## src/ieb_regs.svh

```systemverilog
`ifndef IEB_REGS_SVH
`define IEB_REGS_SVH

// Register indices in special purpose data memory
`define IEB_IDX_PRI_B     4'h0
`define IEB_IDX_PRI_C     4'h1
`define IEB_IDX_PRI_D     4'h2
`define IEB_IDX_GRP_ZERO  4'h3
`define IEB_IDX_GRP_TWO   4'h5
`define IEB_IDX_GRP_FIVE  4'h8

// Field layout: flags in the high nibble, enables in the low nibble
`define IEB_FLAG_LSB      3'h4
`define IEB_NIB_W         4

// Counts
`define IEB_PRI_SRC_COUNT 12
`define IEB_GRP_COUNT     6
`define IEB_GRP_EV_W      24

// Implemented nibble bits per group register
`define IEB_MASK_FULL     4'hF
`define IEB_MASK_TWO      4'h3
`define IEB_MASK_FIVE     4'h7

// Reset values
`define IEB_REG_RESET     8'h00
`define IEB_NIB_RESET     4'h0

`endif

```

## src/ieb_pkg.sv

```systemverilog
package ieb_pkg;

  // Primary sources in register order: B[7..4], C[7..4], D[7..4]
  typedef enum logic [3:0] {
    IEB_SRC_ADC,
    IEB_SRC_G1,
    IEB_SRC_G0,
    IEB_SRC_G7,
    IEB_SRC_G3,
    IEB_SRC_G9,
    IEB_SRC_G8,
    IEB_SRC_G2,
    IEB_SRC_G5,
    IEB_SRC_G4,
    IEB_SRC_EXT3,
    IEB_SRC_EXT2
  } ieb_src_t;

  // Data memory write from the core
  typedef struct packed {
    logic       wr;
    logic [3:0] addr;
    logic [7:0] wdata;
  } ieb_bus_req_t;

  // Interrupt taken by the core
  typedef struct packed {
    logic     valid;
    ieb_src_t src;
  } ieb_ack_t;

endpackage

```

## src/ieb_group_reg.sv

```systemverilog
`timescale 1ns/1ps
`include "ieb_regs.svh"

module ieb_group_reg #(
  parameter logic [3:0] IMPL_MASK = `IEB_MASK_FULL
) (
  // Clock and reset
  input  wire logic       clock_in,
  input  wire logic       rst_n_in,
  input  wire logic       ce_in,
  // Software write
  input  wire logic       wr_in,
  input  wire logic [7:0] wdata_in,
  // Source events, nibble bit 3 maps to register bit 7
  input  wire logic [3:0] event_in,
  // State
  output logic      [7:0] reg_out,
  output logic            any_out
);

  logic [3:0] flag;
  logic [3:0] enable;

  genvar k;
  generate
    for (k = 0; k < `IEB_NIB_W; k++) begin : g_bit
      if (IMPL_MASK[k]) begin : g_impl
        // Source event wins over a software write of zero
        always_ff @(posedge clock_in or negedge rst_n_in) begin
          if (!rst_n_in) begin
            flag[k] <= 1'b0;
          end else if (ce_in) begin
            if (event_in[k]) begin
              flag[k] <= 1'b1;
            end else if (wr_in) begin
              flag[k] <= wdata_in[`IEB_FLAG_LSB + k];
            end
          end
        end
        always_ff @(posedge clock_in or negedge rst_n_in) begin
          if (!rst_n_in) begin
            enable[k] <= 1'b0;
          end else if (ce_in && wr_in) begin
            enable[k] <= wdata_in[k];
          end
        end
      end else begin : g_none
        assign flag[k]   = 1'b0;
        assign enable[k] = 1'b0;
      end
    end
  endgenerate

  assign reg_out = {flag, enable};
  assign any_out = |(flag & enable);

  flag_sticky_a: assert property (@(posedge clock_in) disable iff (!rst_n_in)
    (|flag) && !wr_in |=> (flag & $past(flag)) == $past(flag))
    else $error("group flag cleared without a write");

  flag_set_a: assert property (@(posedge clock_in) disable iff (!rst_n_in)
    ce_in && |(event_in & IMPL_MASK) |=> (flag & $past(event_in & IMPL_MASK)) != 4'h0)
    else $error("group event did not set its flag");

  unimpl_zero_a: assert property (@(posedge clock_in) disable iff (!rst_n_in)
    ((flag | enable) & ~IMPL_MASK) == 4'h0)
    else $error("unimplemented group bit is set");

endmodule

```

## src/ieb_top.sv

```systemverilog
`timescale 1ns/1ps
`include "ieb_regs.svh"
// Behaviour
// - Register B: adc, group 1, 0, 7 flags high; matching enables low.
// - Register C: groups 3, 9, 8, 2 flags high; matching enables low.
// - Register D: groups 5, 4, pin 3, pin 2 flags high; enables low.
// - Group zero: standard and periodic timer 0 compare flags and enables.
// - Group one: same layout for standard and periodic timer 1.
// - Group two: periodic timer 2 only, bits 5,4 and 1,0; others zero.
// - Group four: standard timer 2 and periodic timer 3 compare flags, enables.
// - Group five: uart 2,1,0 flags bits 6..4, enables 2..0; rest zero.
// - Flag reads one while a request is pending; software reads and writes it.
// - Enable one lets its source through; software reads and writes it.
// - A pending flag requests an interrupt only while its enable is set.
// - Global enable low suppresses every interrupt request.
// - Taking an interrupt clears global enable; new requests still latch.
module ieb_top (
  // Clock, reset, enable
  input  wire logic                  clock_in,
  input  wire logic                  rst_n_in,
  input  wire logic                  ce_in,
  // Core data memory access
  input  wire ieb_pkg::ieb_bus_req_t bus_in,
  output logic                 [7:0] rdata_out,
  // Global enable write from the core and interrupt taken
  input  wire logic                  gie_wr_in,
  input  wire logic                  gie_wdata_in,
  input  wire ieb_pkg::ieb_ack_t     ack_in,
  // Event sources, one-cycle pulses on this clock
  input  wire logic                  adc_event_in,
  input  wire logic                  ext_pin2_event_in,
  input  wire logic                  ext_pin3_event_in,
  input  wire logic            [2:0] group_hi_req_in,
  input  wire logic            [`IEB_GRP_EV_W-1:0] group_event_in,
  // Requests to the core
  output logic                       global_irq_enable_out,
  output logic                       irq_request_out,
  output logic [`IEB_PRI_SRC_COUNT-1:0] pending_enabled_out
);
  import ieb_pkg::*;

  localparam int NSRC = `IEB_PRI_SRC_COUNT;

  logic [NSRC-1:0] pending;
  logic [NSRC-1:0] enable;
  logic [NSRC-1:0] raise;
  logic            global_irq_enable;
  logic [7:0]      grp_reg [`IEB_GRP_COUNT];
  logic [`IEB_GRP_COUNT-1:0] grp_any;
  logic [7:0]      pri_reg [3];
  logic [7:0]      next_rdata;

  // Group registers zero to five
  genvar g;
  generate
    for (g = 0; g < `IEB_GRP_COUNT; g++) begin : g_grp
      localparam logic [3:0] MASK = (g == 2) ? `IEB_MASK_TWO :
                                    (g == 5) ? `IEB_MASK_FIVE : `IEB_MASK_FULL;
      ieb_group_reg #(
        .IMPL_MASK (MASK)
      ) u_grp (
        .clock_in (clock_in),
        .rst_n_in (rst_n_in),
        .ce_in    (ce_in),
        .wr_in    (bus_in.wr && bus_in.addr == 4'(`IEB_IDX_GRP_ZERO + g)),
        .wdata_in (bus_in.wdata),
        .event_in (group_event_in[4*g +: 4]),
        .reg_out  (grp_reg[g]),
        .any_out  (grp_any[g])
      );
    end
  endgenerate

  // Raise sources for the primary flags
  always_comb begin
    raise               = '0;
    raise[IEB_SRC_ADC]  = adc_event_in;
    raise[IEB_SRC_EXT2] = ext_pin2_event_in;
    raise[IEB_SRC_EXT3] = ext_pin3_event_in;
    raise[IEB_SRC_G0]   = grp_any[0];
    raise[IEB_SRC_G1]   = grp_any[1];
    raise[IEB_SRC_G2]   = grp_any[2];
    raise[IEB_SRC_G3]   = grp_any[3];
    raise[IEB_SRC_G4]   = grp_any[4];
    raise[IEB_SRC_G5]   = grp_any[5];
    raise[IEB_SRC_G7]   = group_hi_req_in[0];
    raise[IEB_SRC_G8]   = group_hi_req_in[1];
    raise[IEB_SRC_G9]   = group_hi_req_in[2];
  end

  // Primary flags: source i sits in register i/4, nibble bit 3 - i%4
  genvar i;
  generate
    for (i = 0; i < NSRC; i++) begin : g_pri
      localparam int NB = 3 - (i % 4);
      logic hit;
      assign hit = bus_in.wr && bus_in.addr == 4'(`IEB_IDX_PRI_B + i / 4);
      // Raise beats both a software clear and the clear on vectoring
      always_ff @(posedge clock_in or negedge rst_n_in) begin
        if (!rst_n_in) begin
          pending[i] <= 1'b0;
        end else if (ce_in) begin
          if (raise[i]) begin
            pending[i] <= 1'b1;
          end else if (hit) begin
            pending[i] <= bus_in.wdata[`IEB_FLAG_LSB + NB];
          end else if (ack_in.valid && ack_in.src == ieb_src_t'(i)) begin
            pending[i] <= 1'b0;
          end
        end
      end
      always_ff @(posedge clock_in or negedge rst_n_in) begin
        if (!rst_n_in) begin
          enable[i] <= 1'b0;
        end else if (ce_in && hit) begin
          enable[i] <= bus_in.wdata[NB];
        end
      end
      assign pri_reg[i / 4][`IEB_FLAG_LSB + NB] = pending[i];
      assign pri_reg[i / 4][NB]                 = enable[i];
    end
  endgenerate

  // Global enable; vectoring clears it so nesting needs a software set
  always_ff @(posedge clock_in or negedge rst_n_in) begin
    if (!rst_n_in) begin
      global_irq_enable <= 1'b0;
    end else if (ce_in) begin
      if (ack_in.valid) begin
        global_irq_enable <= 1'b0;
      end else if (gie_wr_in) begin
        global_irq_enable <= gie_wdata_in;
      end
    end
  end

  // Request outputs, registered
  always_ff @(posedge clock_in or negedge rst_n_in) begin
    if (!rst_n_in) begin
      irq_request_out       <= 1'b0;
      pending_enabled_out   <= '0;
      global_irq_enable_out <= 1'b0;
    end else if (ce_in) begin
      irq_request_out       <= global_irq_enable && !ack_in.valid
                               && |(pending & enable);
      pending_enabled_out   <= pending & enable;
      global_irq_enable_out <= global_irq_enable && !ack_in.valid;
    end
  end

  // Read mux; unmapped indices read zero
  always_comb begin
    next_rdata = `IEB_REG_RESET;
    if (bus_in.addr < `IEB_IDX_GRP_ZERO) begin
      next_rdata = pri_reg[bus_in.addr[1:0]];
    end else if (bus_in.addr <= `IEB_IDX_GRP_FIVE) begin
      next_rdata = grp_reg[3'(bus_in.addr - `IEB_IDX_GRP_ZERO)];
    end
  end

  always_ff @(posedge clock_in or negedge rst_n_in) begin
    if (!rst_n_in) begin
      rdata_out <= `IEB_REG_RESET;
    end else if (ce_in) begin
      rdata_out <= next_rdata;
    end
  end

  adc_set_a: assert property (@(posedge clock_in) disable iff (!rst_n_in)
    ce_in && adc_event_in |=> pending[IEB_SRC_ADC])
    else $error("adc event did not set its flag");

  summary_set_a: assert property (@(posedge clock_in) disable iff (!rst_n_in)
    ce_in && grp_any[0] |=> pending[IEB_SRC_G0] ##1 !ce_in || pending[IEB_SRC_G0]
      || $past(bus_in.wr) || $past(ack_in.valid))
    else $error("group zero summary flag not set");

  enable_write_a: assert property (@(posedge clock_in) disable iff (!rst_n_in)
    ce_in && bus_in.wr && bus_in.addr == `IEB_IDX_PRI_B
      |=> enable[IEB_SRC_ADC] == $past(bus_in.wdata[3]) && enable[IEB_SRC_G7] == $past(bus_in.wdata[0]))
    else $error("register B enable write lost");

  gie_clear_a: assert property (@(posedge clock_in) disable iff (!rst_n_in)
    ce_in && ack_in.valid |=> !global_irq_enable ##1 !irq_request_out || !ce_in)
    else $error("global enable not cleared on vectoring");

  gie_block_a: assert property (@(posedge clock_in) disable iff (!rst_n_in)
    ce_in && !global_irq_enable |=> !irq_request_out)
    else $error("request raised with global enable low");

  mask_block_a: assert property (@(posedge clock_in) disable iff (!rst_n_in)
    ce_in && (pending & enable) == '0 |=> !irq_request_out && pending_enabled_out == '0)
    else $error("request raised with nothing enabled");

  req_raise_a: assert property (@(posedge clock_in) disable iff (!rst_n_in)
    ce_in && global_irq_enable && !ack_in.valid && |(pending & enable) |=> irq_request_out)
    else $error("enabled pending source not requested");

  grp_two_read_a: assert property (@(posedge clock_in) disable iff (!rst_n_in)
    ce_in && bus_in.addr == `IEB_IDX_GRP_TWO |=> (rdata_out & 8'hCC) == 8'h00)
    else $error("group two unimplemented bits read nonzero");

  grp_five_read_a: assert property (@(posedge clock_in) disable iff (!rst_n_in)
    ce_in && bus_in.addr == `IEB_IDX_GRP_FIVE |=> (rdata_out & 8'h88) == 8'h00)
    else $error("group five unimplemented bits read nonzero");

  reset_clear_a: assert property (@(posedge clock_in)
    $rose(rst_n_in) |-> pending == '0 && enable == '0 && !global_irq_enable)
    else $error("state not cleared by reset");

  // Requests must still latch while vectoring holds the global enable low
  late_latch_a: assert property (@(posedge clock_in) disable iff (!rst_n_in)
    ce_in && !global_irq_enable && ext_pin2_event_in |=> pending[IEB_SRC_EXT2])
    else $error("request lost while global enable low");

  summary_map_a: assert property (@(posedge clock_in) disable iff (!rst_n_in)
    ce_in && grp_any[3] |=> pending[IEB_SRC_G3])
    else $error("group three summary flag not set");

endmodule

```

## config.mk

```make
export PLATFORM = sky130hd
export DESIGN_NAME = ieb_top
export DESIGN_NICKNAME = d
export VERILOG_FILES = /design/src/ieb_pkg.sv /design/src/ieb_group_reg.sv /design/src/ieb_top.sv
export VERILOG_INCLUDE_DIRS = /design/src
export SDC_FILE = /design/constraint.sdc
export NUM_CORES = 1
export LEC_CHECK = 0
export BUFFER_PORTS_ARGS = -buffer_cell sky130_fd_sc_hd__buf_2
export CAP_MARGIN = 20
export CORE_ASPECT_RATIO = 0.9
export CORE_MARGIN = 3
export CORE_UTILIZATION = 52
export DETAILED_ROUTE_END_ITERATION = 8
export PLACE_DENSITY = 0.79
export SYNTH_ARGS = -nofsm -noshare
export SYNTH_HDL_FRONTEND = slang
export SYNTH_SLANG_ARGS = --single-unit
```

## constraint.sdc

```tcl
create_clock -name clock_in -period 1.3 [get_ports clock_in]
set_input_delay 0.13 -clock clock_in [delete_from_list [all_inputs] [get_ports clock_in]]
set_output_delay 0.13 -clock clock_in [all_outputs]
set_load 0.01 [all_outputs]
```

Word level (Yosys, flattened, before mapping)
Cells that the tools add are included.
W data, S select, Z words.
{"block": "word_totals", "ff_bits": 89, "word_cells": 302}
{"block": "op_classes", "add_sub_neg": 1, "n_lt_le_gt_ge": 4, "eq_ne": 19, "mux": 88, "bitwise_logic": 9, "reduce_logical": 110}
{"operator": "$mux W1", "n": 80}
{"operator": "$reduce_and A2 Y1", "n": 34}
{"operator": "$mux W8", "n": 6}
{"operator": "$reduce_bool A2 Y1", "n": 22}
{"operator": "$reduce_bool A3 Y1", "n": 12}
{"operator": "$eq A4 B3 Y1 const B", "n": 8}
{"operator": "$logic_and A1 B1 Y1", "n": 32}
{"operator": "$bmux W8 S3", "n": 1}
{"operator": "$reduce_or A4 Y1", "n": 6}
{"operator": "$eq A4 B4 Y1 const B", "n": 5}
{"operator": "$and A4 B4 Y4", "n": 4}
{"operator": "$bmux W8 S2", "n": 1}
{"operator": "$eq A4 B2 Y1 const B", "n": 4}
{"operator": "$and A12 B12 Y12", "n": 1}
{"operator": "$reduce_or A12 Y1", "n": 1}
{"operator": "$eq A4 B1 Y1 const B", "n": 2}
{"operator": "$logic_not A4 Y1", "n": 2}
{"operator": "$ge A4 B4 Y1 const B", "n": 1}
{"operator": "$le A4 B4 Y1 const B", "n": 1}
{"operator": "$lt A4 B2 Y1 const B", "n": 1}
{"operator": "$not A3 Y4", "n": 1}
{"operator": "$and A3 B3 Y3", "n": 1}
{"operator": "$ge A3 B3 Y1 const B", "n": 1}
{"operator": "$not A2 Y3", "n": 1}
{"operator": "other kinds (3)", "n": 3}

Longest topological paths before layout
Gate-level depths: netlist of run 1.
{"block": "depth", "depth_word": 7, "ltp_mapped": 10, "ltp_nobuf": 6}

Hierarchy
From an unflattened synthesis of run 1, not the netlist that was laid out.
{"block": "unflattened", "cells_unflattened": 460, "area_unflattened_um2": 4957.3}
{"module": "ieb_top", "n_inst": 1, "cells_per_inst": 284, "area_per_inst_um2": 2892.8, "seq_area_each_um2": 1176.1}
{"module": "ieb_group_reg at g_grp[0].u_grp ...", "n_inst": 4, "cells_per_inst": 33, "area_per_inst_um2": 386.6, "seq_area_each_um2": 200.2}
{"module": "ieb_group_reg at g_grp[5].u_grp", "n_inst": 1, "cells_per_inst": 26, "area_per_inst_um2": 309.0, "seq_area_each_um2": 150.1}
{"module": "ieb_group_reg at g_grp[2].u_grp", "n_inst": 1, "cells_per_inst": 18, "area_per_inst_um2": 209.0, "seq_area_each_um2": 100.1}

Worst setup path before layout of run 1
No wires, ideal clock.
{"block": "synth_path", "kind": "input to register", "from": "input port bus_in[8] (netlist bit)", "to": "register rdata_out[6]", "setup_ns": 0.126, "arrival_time_ns": 1.840, "required_ns": 1.174, "setup_slack_ns": -0.666, "stages": 9, "n_path_buf": 4, "cell_sequence": "buf_2 -> buf_2 -> buf_2 -> inv_1 -> ha_1 -> buf_2 -> o21ai_0 -> o21a_1 -> a221o_1"}
{"block": "synth_via", "elab_chain_cells": 7}
{"item": "start: declaration", "line": "ieb_top.sv:23", "text": "input wire ieb_pkg::ieb_bus_req_t bus_in,"}
{"item": "$sub A3 B2 Y3 (no source line)"}
{"item": "$not A3 Y4", "line": "ieb_top.sv:157", "text": "next_rdata = grp_reg[3'(bus_in.addr - `IEB_IDX_GRP_ZERO)];"}
{"item": "$bmux W8 S3", "line": "ieb_top.sv:157"}
{"item": "$mux W8 (2 in a row)", "line": "ieb_top.sv:157"}
{"item": "$mux W8", "line": "ieb_top.sv:156", "text": "end else if (bus_in.addr <= `IEB_IDX_GRP_FIVE) begin"}
{"item": "$mux W8 (*)", "line": "ieb_top.sv:154", "text": "if (bus_in.addr < `IEB_IDX_GRP_ZERO) begin"}
{"item": "end signal: assignment", "line": "ieb_top.sv:163", "text": "rdata_out <= `IEB_REG_RESET;"}
{"item": "end signal: assignment", "line": "ieb_top.sv:165", "text": "rdata_out <= next_rdata;"}
{"item": "end: declaration", "line": "ieb_top.sv:24", "text": "output logic [7:0] rdata_out,"}
Every way passes the cells marked *; elsewhere a longest branch is shown, timed or not. The select of a mux whose other input is x is not followed.
A chain may end at the register's enable or synchronous reset.

Worst setup path in the final report of run 1
{"block": "layout_path", "from": "register enable[11]", "to": "register irq_request_out"}
{"block": "layout_via", "elab_chain_cells": 3}
{"item": "start: declaration", "line": "ieb_top.sv:45", "text": "logic [NSRC-1:0] enable;"}
{"item": "start signal: indexed assignment", "line": "ieb_top.sv:116", "text": "enable[i] <= bus_in.wdata[NB];"}
{"item": "$and A12 B12 Y12", "line": "ieb_top.sv:145", "text": "&& |(pending & enable);"}
{"item": "$reduce_or A12 Y1", "line": "ieb_top.sv:145"}
{"item": "$logic_and A1 B1 Y1", "line": "ieb_top.sv:145"}
{"item": "end signal: assignment", "line": "ieb_top.sv:144", "text": "irq_request_out <= global_irq_enable && !ack_in.valid"}
{"item": "end: declaration", "line": "ieb_top.sv:37", "text": "output logic irq_request_out,"}
Every way passes these cells.

==> summary.txt, run 1 <==
Run
  • Max Cap Viol: 0

Synthesis
  • Synth Area in XOR/XNOR: 0.181%
  • Post-Synthesis Cells: 482
  • Syn_nets: 539
  • Register area share after synthesis: a little under half
  • Compound-cell area share of the yosys netlist: about 17%
  • Yosys reg bits: 89
  • Async set-reset flop share out of synthesis: 100%
  • EDFF count, synth: 0
  • Multiplexer share of the synthesized area: between 10% and 20%
  • Post-synthesis adder-cell area fraction: 1.03%
  • Synth Cell Area: a little under 5000 sq um
  • Syn Area/Cell: 10.0 sq um
  • Synth Warn #: 0
  • Main combinational cell family by area after synthesis: simple AND/OR/NAND/NOR gates
  • Simple-Gate Fraction of Synth Area: between 10% and 20%
  • Post-synthesis cell type count: just under 60
  • Top FF cell, synth: dfrtp_1

Cells and area
  • Final core occ: approximately 75%
  • Ratio of cells with drive above 1 in the final layout: roughly 40%
  • Layout fillers: roughly 640
  • Multi-input logic area: roughly 2500 sq um
  • Storage element area: ~2200 sq um
  • Layout area overhead: 35.9%
  • Diodes inserted: 0
  • Fin cells: between 700 and 800
  • Final #Nets: 709

GRT
  • Congestion Overflow GR: 0
  • Pin count of the biggest net entering global routing: 34
  • Initial antenna violation count: 0
  • Vias in the first global route: around 4,800
  • Global-route wire length before repair: 25.1 mm
  • Total Routing Usage GR: 31.0%

Routing
  • DRC: 0
  • Vias: 4,675
  • Remaining antenna violation count: 0
  • DRT iter0 DRCs: 515
  • DRT Wirelength: approximately 16 mm
  • Vias/cell: between 6 and 7
  • Length of the first detailed-routing pass in iterations: 5
  • DR WL/cell: around 20 microns

Timing
  • Minimum clock period: between 1000 and 1500 ps
  • Fmax: 717 MHz
  • Headroom to the max-slew limit: a little over two thirds
  • Max-slew violation count: 0
  • Worst slew pin tran: 442 ps
  • Final setup margin: -94.7 ps
  • TNS Setup: -101 ps
  • Final Cycle Share: 107%
  • Skew final: between 8 and 9 ps
  • RSZ-0062 raised after global routing: yes
  • Final setup viols: 2
  • Fin. Hold Viols: 0
  • WHS: about 18 ps

Place
  • Post-detail-place hpwl: 11.6 mm
  • # port buffers: 71
  • Placed cells: roughly 740
  • DP Worst Slack: -312 ps
  • Routability-driven placement congestion ratio: approximately 0.95

Setup path
  • Largest stage delay, worst path: about 400 ps
  • Arr. time, crit path: 1660 ps
  • Buf/Inv on CP: 1
  • Worst setup SP type: register
  • Setup slack, reg-to-reg: -90 ps
  • Slowest-stage cell, CP: dfrtp_1
  • FF-to-FF path depth: 5
  • Crit Reg-Reg Endpoint: irq_request_out$_DFFE_PN0P_
  • Worst EP required: 1570 ps
  • Worst r2r src: enable[11]$_DFFE_PN0P_
  • CP delay by family, top: compound AO/OA/AOI/OAI gates
  • Worst Path Class, Setup: reg2reg
  • Critical path capture point type: register
  • Critical-path cell list: a22o_1 -> a221oi_2 -> buf_4 -> a41oi_2 -> a21o_1
  • Worst-path maximum fanout: 2

Power
  • VDD IR max: ~0.87 mV
  • Lkg Pwr: slightly below 3 nW
  • Pwr Density: around 1100 nW/um^2

Floorplanning
  • Core Area: a little under 9000 sq um
  • Top Ports: 75
  • Width of the chip: 108 microns
  • Initial Utilization: a little over half
  • Die footprint: ~10,000 sq um
  • Die Ht: roughly 100 microns
  • Row count: 32

Clock network
  • CTS tree: yes
  • CTS root buf: clkbuf_8
  • CTS buffer count: 9
  • Clock Latency Late Sink: ~370 ps
  • CTS sink count: between 80 and 90
  • Clock-pin slew on the worst setup and hold paths: roughly 90 ps
  • # H-tree levels: 3
  • Clock buffer depth: 2

Worst hold path
  • WHS Endpoint: pending[10]$_DFFE_PN0P_
  • Hold-critical path depth: 2
  • Worst hold start: ext_pin3_event_in
  • Worst min path class: in2reg

Outcome
  • Failing checks: negative setup slack
  • Outcome: finished with violations
## cells in the final DEF, fill, tap and decap left out, drive strengths merged, types with 6 or more instances in the layout
master       count
nor2            14
a22oi           14
dfrtp           89
nand3           43
mux2            39
nand3b          11
nand2b           6
o21ai           52
dlygate4sd3     22
clkbuf          11
buf            166
nor3             8
nand2           60
a21oi           17
o22ai            6
inv             18
nor2b            6
mux2i           12
## cell type report
class                      count  area share, %
sequential                    89           33.9
inverter                      17           1.12
clock inverter                 5          0.971
multi-input combinational    347           38.8
timing repair buffer         188           20.8
clock buffer                  11           2.15
tap                          119           2.26
## report_power, final
part / leakage, nW / switching, W / internal (W)
logic: 1.76 / 0.00100 / 0.00106
registers: 1.02 / 0.000326 / 0.00315
clock network: 0.105 / 0.00104 / 0.000959
total: 2.88 / 0.00237 / 0.00516
## through the flow
stage	area, sq um	power (W)
2_1_floorplan	5020	0.00448
3_3_place_gp	6100	0.00536
3_5_place_dp	6100	0.00543
4_1_cts	6550	0.00750
5_1_grt	6580	0.00790
6_report	6580	0.00754
## per-layer routing
metal	global-route usage (%)	up-vias	share of wire, %
met2	48.1	279	47
met3	8.37	50	10
met1	42.0	2238	41
li1	-	2108	-
met4	10.2	0	2.5
met5	0	-	0
## worst max-delay path by stage
stage          cells past startpoint                    start  slack, ps                          end
3_3_place_gp                       7                bus_in[8]       -280     rdata_out[0]$_DFFE_PN0P_
5_1_grt                            5   enable[11]$_DFFE_PN0P_       -180  irq_request_out$_DFFE_PN0P_
6_report                           5   enable[11]$_DFFE_PN0P_        -90  irq_request_out$_DFFE_PN0P_
2_1_floorplan                     10                bus_in[8]       -300      pending[11]$_DFFE_PN0P_
3_5_place_dp                       7                bus_in[8]       -310     rdata_out[6]$_DFFE_PN0P_
4_1_cts                            5  pending[11]$_DFFE_PN0P_       -100  irq_request_out$_DFFE_PN0P_
## state kept, by name (all words and copies together) (netlist names)
name                   flops
pending_enabled_out       12
pending                   12
global_irq_enable          1
g_grp.u_grp.reg_out       42
rdata_out                  8
irq_request_out            1
enable                    12
global_irq_enable_out      1
## synthesized netlist by cell type (3+ instances only)
master      n  area share [%]
a21oi_1    17             1.8
inv_1      17             1.3
ha_1        4             1.0
nor2_2      3            0.39
nor2_4      3            0.70
nand2_1    59             4.6
mux2_2     38             8.8
o2bb2ai_1   4            0.72
a22o_1      5            0.91
mux4_2      4             1.9
nor3_1      8            0.83
o22ai_1     6            0.78
mux2i_1    12             2.5
buf_2      13             1.3
a22oi_1    14             2.2
o22a_1      3            0.54
nor2_1      8            0.62
a31oi_1     3            0.39
nand3b_1    9             1.4
o21a_1      3            0.47
nand2b_1    6            0.78
nor2b_1     6            0.78
or3_1       3            0.39
clkbuf_1    8            0.62
buf_6       3            0.70
nand3_1    42             4.3
o21ai_0    51             5.3
dfrtp_1    89              46
## kinds of logic after synthesis
group | Yosys count
AOI/OAI and AO/OA | 125
xor gates and xnor gates | 1
adders and majority gates | 4
buffers and inverters | 46
DFF | 89
muxes | 55
and+or+nand+nor | 162
## timing repair
item,in CTS,in global routing
pin swaps,4,7
setup endpoints to repair,4,11
hold buffers,22,0
resized for setup,6,8
setup buffers,0,0
hold endpoints to repair,110,0
(Power assumes the default switching activity.)
==> run 2: changes to the inputs <==
CORE_UTILIZATION = 50   (was 52)
PLACE_DENSITY = 0.76   (was 0.79)
==> run 2 against run 1 <==
  * Total power up 0.11%
  * Largest power group unchanged
  * Routed wire length up 1.9%
  * Sequential cell count unchanged
  * Register-to-register slack about the same
  * Critical endpoint unchanged
  * The run still ends with negative setup slack left
  * Count of clock-buffer cells in the layout down 2
  * Worst setup slack worse by 6.0 ps
  * Cell area up 0.86%
  * Combinational power up 2%
  * Worst hold slack better by 0.86 ps
  * Non-clock buffer count up 5
  * Utilization down 2.9 points
  * Clock skew up 0.52 ps
==> summary.txt, run 2 (same netlist as run 1, synthesis figures left out) <==
Cells and area
  • Layout area overhead: 37.1%
  • Max reg flops: 42 (unchanged)
  • Final #Nets: 714 (+0.71%)
  • Final core occ: 71.7% (-2.9 points)
  • Fin cells: 783 (+0.90%)
  • Most common cell after layout, fill and taps aside: buf_4
  • Layout fillers: 656 (+2.7%)
  • Ratio of cells with drive above 1 in the final layout: 41.1% (+2.0 points)
  • Most frequent cells in the layout: 97 x buf_4, 89 x dfrtp_1, 69 x buf_2
  • Design Area, Final: 6630 sq um (+0.86%)
  • Diodes inserted: 0 (unchanged)

Clock network
  • # H-tree levels: 3 (unchanged)
  • CTS root buf: clkbuf_8
  • CTS sink count: 89 (unchanged)
  • Clock buffer depth: 2 (unchanged)
  • CTS tree: yes
  • Clock-pin slew on the worst setup and hold paths: 90 ps (about the same)
  • Clock Latency Late Sink: 360 ps (about the same)
  • CTS buffer count: 9 (unchanged)

Power
  • Seq pwr share: 46.3% (+0.2 points)
  • Combinational power share: 28.0% (+0.7 points)
  • VDD IR max: 0.750 mV (-14%)
  • Pwr Density: 1140 nW/um^2 (-0.74%)
  • Sw power: 0.00242 W (+1.8%)
  • Int Pwr: 0.00513 W (-0.68%)
  • Clock share of power: 25.7% (-0.9 points)
  • Lkg Pwr: 2.90 nW (+0.50%)
  • Tot Pwr: 0.00755 W (+0.11%)
  • Net Sw Frac: 32.0% (+0.54 points)

Outcome
  • Outcome: finished with violations
  • Failing checks: negative setup slack

GRT
  • Initial antenna violation count: 0 (unchanged)
  • Total Routing Usage GR: 30.3% (-0.68 points)
  • Global-route wire length before repair: 25.2 mm (+0.38%)
  • Pin count of the biggest net entering global routing: 55 (+62%)
  • Vias in the first global route: 4,842 (+0.31%)
  • Congestion Overflow GR: 0 (unchanged)

Timing
  • Max-slew violation count: 0 (unchanged)
  • Fmax: 714 MHz (-0.43%)
  • RSZ-0062 raised after global routing: yes
  • Headroom to the max-slew limit: 63.1% (-7.5 points)
  • Final setup margin: -101 ps (-6.00 ps)
  • TNS Setup: -206 ps (-105 ps)
  • Fin. Hold Viols: 0 (unchanged)
  • Skew final: 9.30 ps (+0.523 ps)
  • Final Cycle Share: 108% (+0.46 points)
  • Worst slew pin tran: 554 ps (+112 ps)
  • Final setup viols: 4 (+2)
  • Minimum clock period: 1400 ps (+6.00 ps)

Worst hold path
  • Worst min path class: in2reg

Place
  • Placement Cell Area: 6050 sq um (-0.84%)
  • # port buffers: 71 (unchanged)
  • Post-detail-place hpwl: 11.6 mm (-0.17%)
  • Routability-driven placement congestion ratio: 0.896 (-5.2%)
  • Placed cells: 737 (-0.14%)

Setup path
  • Worst-path maximum fanout: 2 (unchanged)
  • Arr. time, crit path: 1660 ps (about the same)
  • Largest stage delay, worst path: 420 ps (+20 ps)
  • Worst setup SP type: register
  • Critical-path cell list: a22o_1 -> a221oi_2 -> a41oi_2 -> a21o_1
  • Worst Path Class, Setup: reg2reg
  • Slowest-stage cell, CP: dfrtp_1
  • Critical path capture point type: register
  • Worst EP required: 1560 ps (about the same)

Floorplanning
  • Die Ht: 99.3 microns (+1.9%)
  • Width of the chip: 110 microns (+1.9%)
  • Die footprint: 10,900 sq um (+3.8%)
  • Top Ports: 75 (unchanged)
  • Row count: 33 (+3.1%)
  • Core Area: 9250 sq um (+5.0%)
  • Initial Utilization: 52.3% (-2.6 points)

Routing
  • DRT Wirelength: 16.1 mm (+1.9%)
  • Remaining antenna violation count: 0 (unchanged)
  • Vias/cell: 6.11 (+1.5%)
  • Vias: 4,788 (+2.4%)
  • DRT iter0 DRCs: 467 (-9.3%)
  • DRC: 0 (unchanged)
  • Length of the first detailed-routing pass in iterations: 6 (+1)
  • DR WL/cell: 20.5 microns (+0.98%)

Run
  • Max Cap Viol: 0 (unchanged)
[run 2: cell types whose count changed in the layout (fill, tap and decap cells not counted), moves of 2 or more]
cell and delta:
a22oi_2 +2, a22oi_1 -2, buf_12 -2, mux2i_1 -2, buf_4 +8, inv_6 +2, o21ai_0 +2
[run 2: worst paths after layout]
| path | slack, ps | endpoint | depth (start not counted) | startpoint |
|---|---|---|---|---|
| worst min-delay path | 20 | pending[11]$_DFFE_PN0P_ | 2 | ext_pin2_event_in |
| worst max-delay path | -100 | irq_request_out$_DFFE_PN0P_ | 4 | pending[4]$_DFFE_PN0P_ |
| min in group asynchronous | 200 | global_irq_enable$_DFFE_PN0P_ | 2 | rst_n_in |
| max in group asynchronous | 520 | enable[7]$_DFFE_PN0P_ | 3 | rst_n_in |
| worst min register to register | 520 | irq_request_out$_DFFE_PN0P_ | 1 | irq_request_out$_DFFE_PN0P_ |
| worst max register to register | -100 | irq_request_out$_DFFE_PN0P_ | 4 | pending[4]$_DFFE_PN0P_ |
[run 2: what timing repair did]
action,CTS,global route
pin swaps,2,9
hold endpoints to repair,56,0
endpoints found under the setup margin,5,14
gates resized for setup,6,18
hold buffers,22,0
setup buffers,2,7
[run 2: final cells by class]
| class | instances | area, sq um | share of cell area (%) |
|---|---|---|---|
| multi-input combinational | 347 | 2600 | 39.2 |
| sequential | 89 | 2230 | 33.6 |
| timing repair buffer | 193 | 1390 | 20.9 |
| tap | 122 | 153 | 2.30 |
| clock buffer | 9 | 124 | 1.87 |
| inverter | 17 | 73.8 | 1.11 |
| clock inverter | 6 | 66.3 | 1.00 |
[run 2: worst max-delay path, delay by kind of cell (launching register included)]
family / cells / cell delay, ps
flops: 1 / 420
compound gates: 4 / 880
[run 2: per-layer routing]
layer | share of wire [%] | global-route usage [%] | up-vias | wire length, microns
li1 | - | - | 2106 | -
met1 | 40 | 42.3 | 2317 | 6430
met2 | 46 | 45.8 | 308 | 7360
met3 | 11 | 8.24 | 57 | 1800
met4 | 2.9 | 10.2 | 0 | 473
met5 | 0 | 0 | - | 0
[run 2: power groups by stage]
stage,logic (W),clock network (W),registers [W]
floorplan,0.000995,0,0.00349
global placement,0.00183,0,0.00349
detailed placement,0.00188,0,0.00351
CTS,0.00198,0.00195,0.00347
global route,0.00227,0.00204,0.00353
finish,0.00211,0.00194,0.00349
[run 2: metrics by stage]
stage                     hold slack, ps  setup WS [ps]
after floorplan                     -166           -297
after global placement              41.6           -309
after detailed placement            45.3           -383
after CTS                           18.3          -22.1
after global routing                33.0           -159
final                               18.5           -101
==> run 3: changes to the inputs <==
RECOVER_POWER = 100   (was default)
==> run 3 against run 2 <==
  * The run still ends with negative setup slack left
  * First-iteration DRC count up 10%
  * Combinational power down 4%
  * Maximum frequency is 0.14% higher
  * Sequential power hardly changed
  * Cell area fell by 1.9%
  * Utilization down 1.4 points
  * Largest power group unchanged
  * Register-to-register slack about the same
==> summary.txt, run 3 (same netlist as run 1, synthesis figures left out) <==
Timing
  • RSZ-0062 raised after global routing: yes
  • Headroom to the max-slew limit: 61.2% (-1.8 points)
  • Fmax: 715 MHz (+0.14%)
  • Fin. Hold Viols: 0 (unchanged)
  • Max-slew violation count: 0 (unchanged)
  • Skew final: 11.8 ps (+2.52 ps)
  • Final setup viols: 20 (+16)
  • Minimum clock period: 1400 ps (-1.92 ps)
  • Final setup margin: -98.8 ps (+1.92 ps)
  • TNS Setup: -655 ps (-449 ps)
  • Final Cycle Share: 108% (-0.15 points)
  • Worst slew pin tran: 582 ps (+27.6 ps)

Routing
  • Remaining antenna violation count: 0 (unchanged)
  • DRC: 0 (unchanged)
  • Vias: 4,782 (-0.13%)
  • Vias/cell: 6.10 (-0.25%)
  • DRT Wirelength: 16.2 mm (+0.70%)
  • Length of the first detailed-routing pass in iterations: 5 (-1)
  • DR WL/cell: 20.6 microns (+0.57%)
  • DRT iter0 DRCs: 516 (+10%)

Cells and area
  • Ratio of cells with drive above 1 in the final layout: 35.2% (-5.9 points)
  • Max reg flops: 42 (unchanged)
  • Layout area overhead: 34.5%
  • Final core occ: 70.3% (-1.4 points)
  • Most common cell after layout, fill and taps aside: dfrtp_1
  • Most frequent cells in the layout: 89 x dfrtp_1, 72 x buf_4, 57 x nand2_1
  • Layout fillers: 691 (+5.3%)
  • Design Area, Final: 6500 sq um (-1.9%)
  • Final #Nets: 714 (unchanged)

Worst hold path
  • Worst hold start: ext_pin2_event_in
  • Worst min path class: in2reg

GRT
  • Global-route wire length before repair: 25.2 mm (unchanged)
  • Total Routing Usage GR: 30.3% (unchanged)
  • Vias in the first global route: 4,842 (unchanged)
  • Initial antenna violation count: 0 (unchanged)
  • Congestion Overflow GR: 0 (unchanged)
  • Pin count of the biggest net entering global routing: 55 (unchanged)

Setup path
  • Arr. time, crit path: 1650 ps (about the same)
  • Worst EP required: 1550 ps (about the same)
  • Buf/Inv on CP: 0 (unchanged)
  • Critical path capture point type: register
  • Crit. Startpoint: enable[11]$_DFFE_PN0P_
  • Worst setup SP type: register
  • Worst r2r src: enable[11]$_DFFE_PN0P_
  • CP delay by family, top: compound AO/OA/AOI/OAI gates
  • Critical-path cell list: a22o_1 -> a221oi_2 -> a41oi_2 -> a21o_1
  • Slowest-stage cell, CP: dfrtp_1
  • Largest stage delay, worst path: 390 ps (-30 ps)
  • Worst-path maximum fanout: 2 (unchanged)
  • Worst Path Class, Setup: reg2reg

Floorplanning
  • Core Area: 9250 sq um (unchanged)
  • Die footprint: 10,900 sq um (unchanged)
  • Row count: 33 (unchanged)
  • Die Ht: 99.3 microns (unchanged)
  • Top Ports: 75 (unchanged)
  • Width of the chip: 110 microns (unchanged)
  • Initial Utilization: 52.3% (unchanged)

Power
  • Combinational power share: 27.1% (-0.9 points)
  • Clock share of power: 26.0% (+0.3 points)
  • Sw power: 0.00242 W (+0.14%)
  • Tot Pwr: 0.00746 W (-1.1%)
  • VDD IR max: 0.741 mV (-1.1%)
  • Net Sw Frac: 32.4% (+0.40 points)
  • Seq pwr share: 46.8% (+0.5 points)
  • Int Pwr: 0.00504 W (-1.7%)
  • Lkg Pwr: 2.76 nW (-4.7%)
  • Pwr Density: 1150 nW/um^2 (+0.86%)

Clock network
  • CTS tree: yes
  • # H-tree levels: 3 (unchanged)
  • Clock Latency Late Sink: 360 ps (about the same)
  • CTS sink count: 89 (unchanged)
  • Clock-pin slew on the worst setup and hold paths: 90 ps (about the same)
  • Clock buffer depth: 2 (unchanged)
  • CTS root buf: clkbuf_8
  • CTS buffer count: 9 (unchanged)

Run
  • Max Cap Viol: 0 (unchanged)

Outcome
  • Failing checks: negative setup slack
  • Outcome: finished with violations

Place
  • DP Worst Slack: -383 ps (unchanged)
  • Placement Cell Area: 6050 sq um (unchanged)
  • Routability-driven placement congestion ratio: 0.896 (unchanged)
  • Post-detail-place hpwl: 11.6 mm (unchanged)
  • # port buffers: 71 (unchanged)
[run 3: changes by cell type in the layout (fill, tap and decap cells not counted), moves of 3 or more]
cell	change
clkbuf_1	+33
buf_4	-25
buf_2	-23
clkbuf_2	+8
clkbuf_4	+7
mux2_1	+4
mux2_4	-4
nor2_2	+3
nor2_4	-3
[run 3: timing repair]
action / 4_1_cts / 5_1_grt
cloned: 0 / 0
hold buffers: 22 / 0
setup buffers: 2 / 7
setup endpoints to repair: 5 / 14
gates resized for setup: 6 / 18
pin swaps: 2 / 9
hold endpoints to repair: 56 / 0
[run 3: metal layers]
layer	vias up	routed length (microns)	track usage, %
li1	2111	-	-
met4	0	456	10.2
met2	300	7320	45.8
met3	56	1780	8.24
met5	-	0	0
met1	2315	6630	42.3
[run 3: area by class of cell]
type	count	area [sq um]	share of cell area [%]
clock buffer	9	124	1.90
inverter	17	71.3	1.10
tap	122	153	2.35
multi-input combinational	347	2570	39.5
timing repair buffer	193	1290	19.9
sequential	89	2230	34.2
clock inverter	6	66.3	1.02
antenna	1	2.50	0.0385
[run 3: path summary, 6_finish.rpt]
check                                           endpoint  slack [ps]  cells after the start
setup / recovery             irq_request_out$_DFFE_PN0P_        -100                      4
hold / removal                   pending[11]$_DFFE_PN0P_          20                      2
setup reg to reg             irq_request_out$_DFFE_PN0P_        -100                      4
hold reg to reg              irq_request_out$_DFFE_PN0P_         530                      1
max in group asynchronous          enable[7]$_DFFE_PN0P_         220                      3
min in group asynchronous  global_irq_enable$_DFFE_PN0P_         300                      2
[run 3: power by group through the flow]
stage / combinational (W) / sequential (W) / clock (W)
3_3_place_gp: 0.00183 / 0.00349 / 0
6_report: 0.00203 / 0.00349 / 0.00194
2_1_floorplan: 0.000995 / 0.00349 / 0
4_1_cts: 0.00198 / 0.00347 / 0.00195
5_1_grt: 0.00218 / 0.00353 / 0.00204
3_5_place_dp: 0.00188 / 0.00351 / 0
[run 3: stage by stage]
stage          std cells  hold WS, ps
6_report             784         21.9
5_1_grt              783         33.0
4_1_cts              776         18.3
3_5_place_dp         737         45.3
3_3_place_gp         737         41.6
2_1_floorplan        482         -166
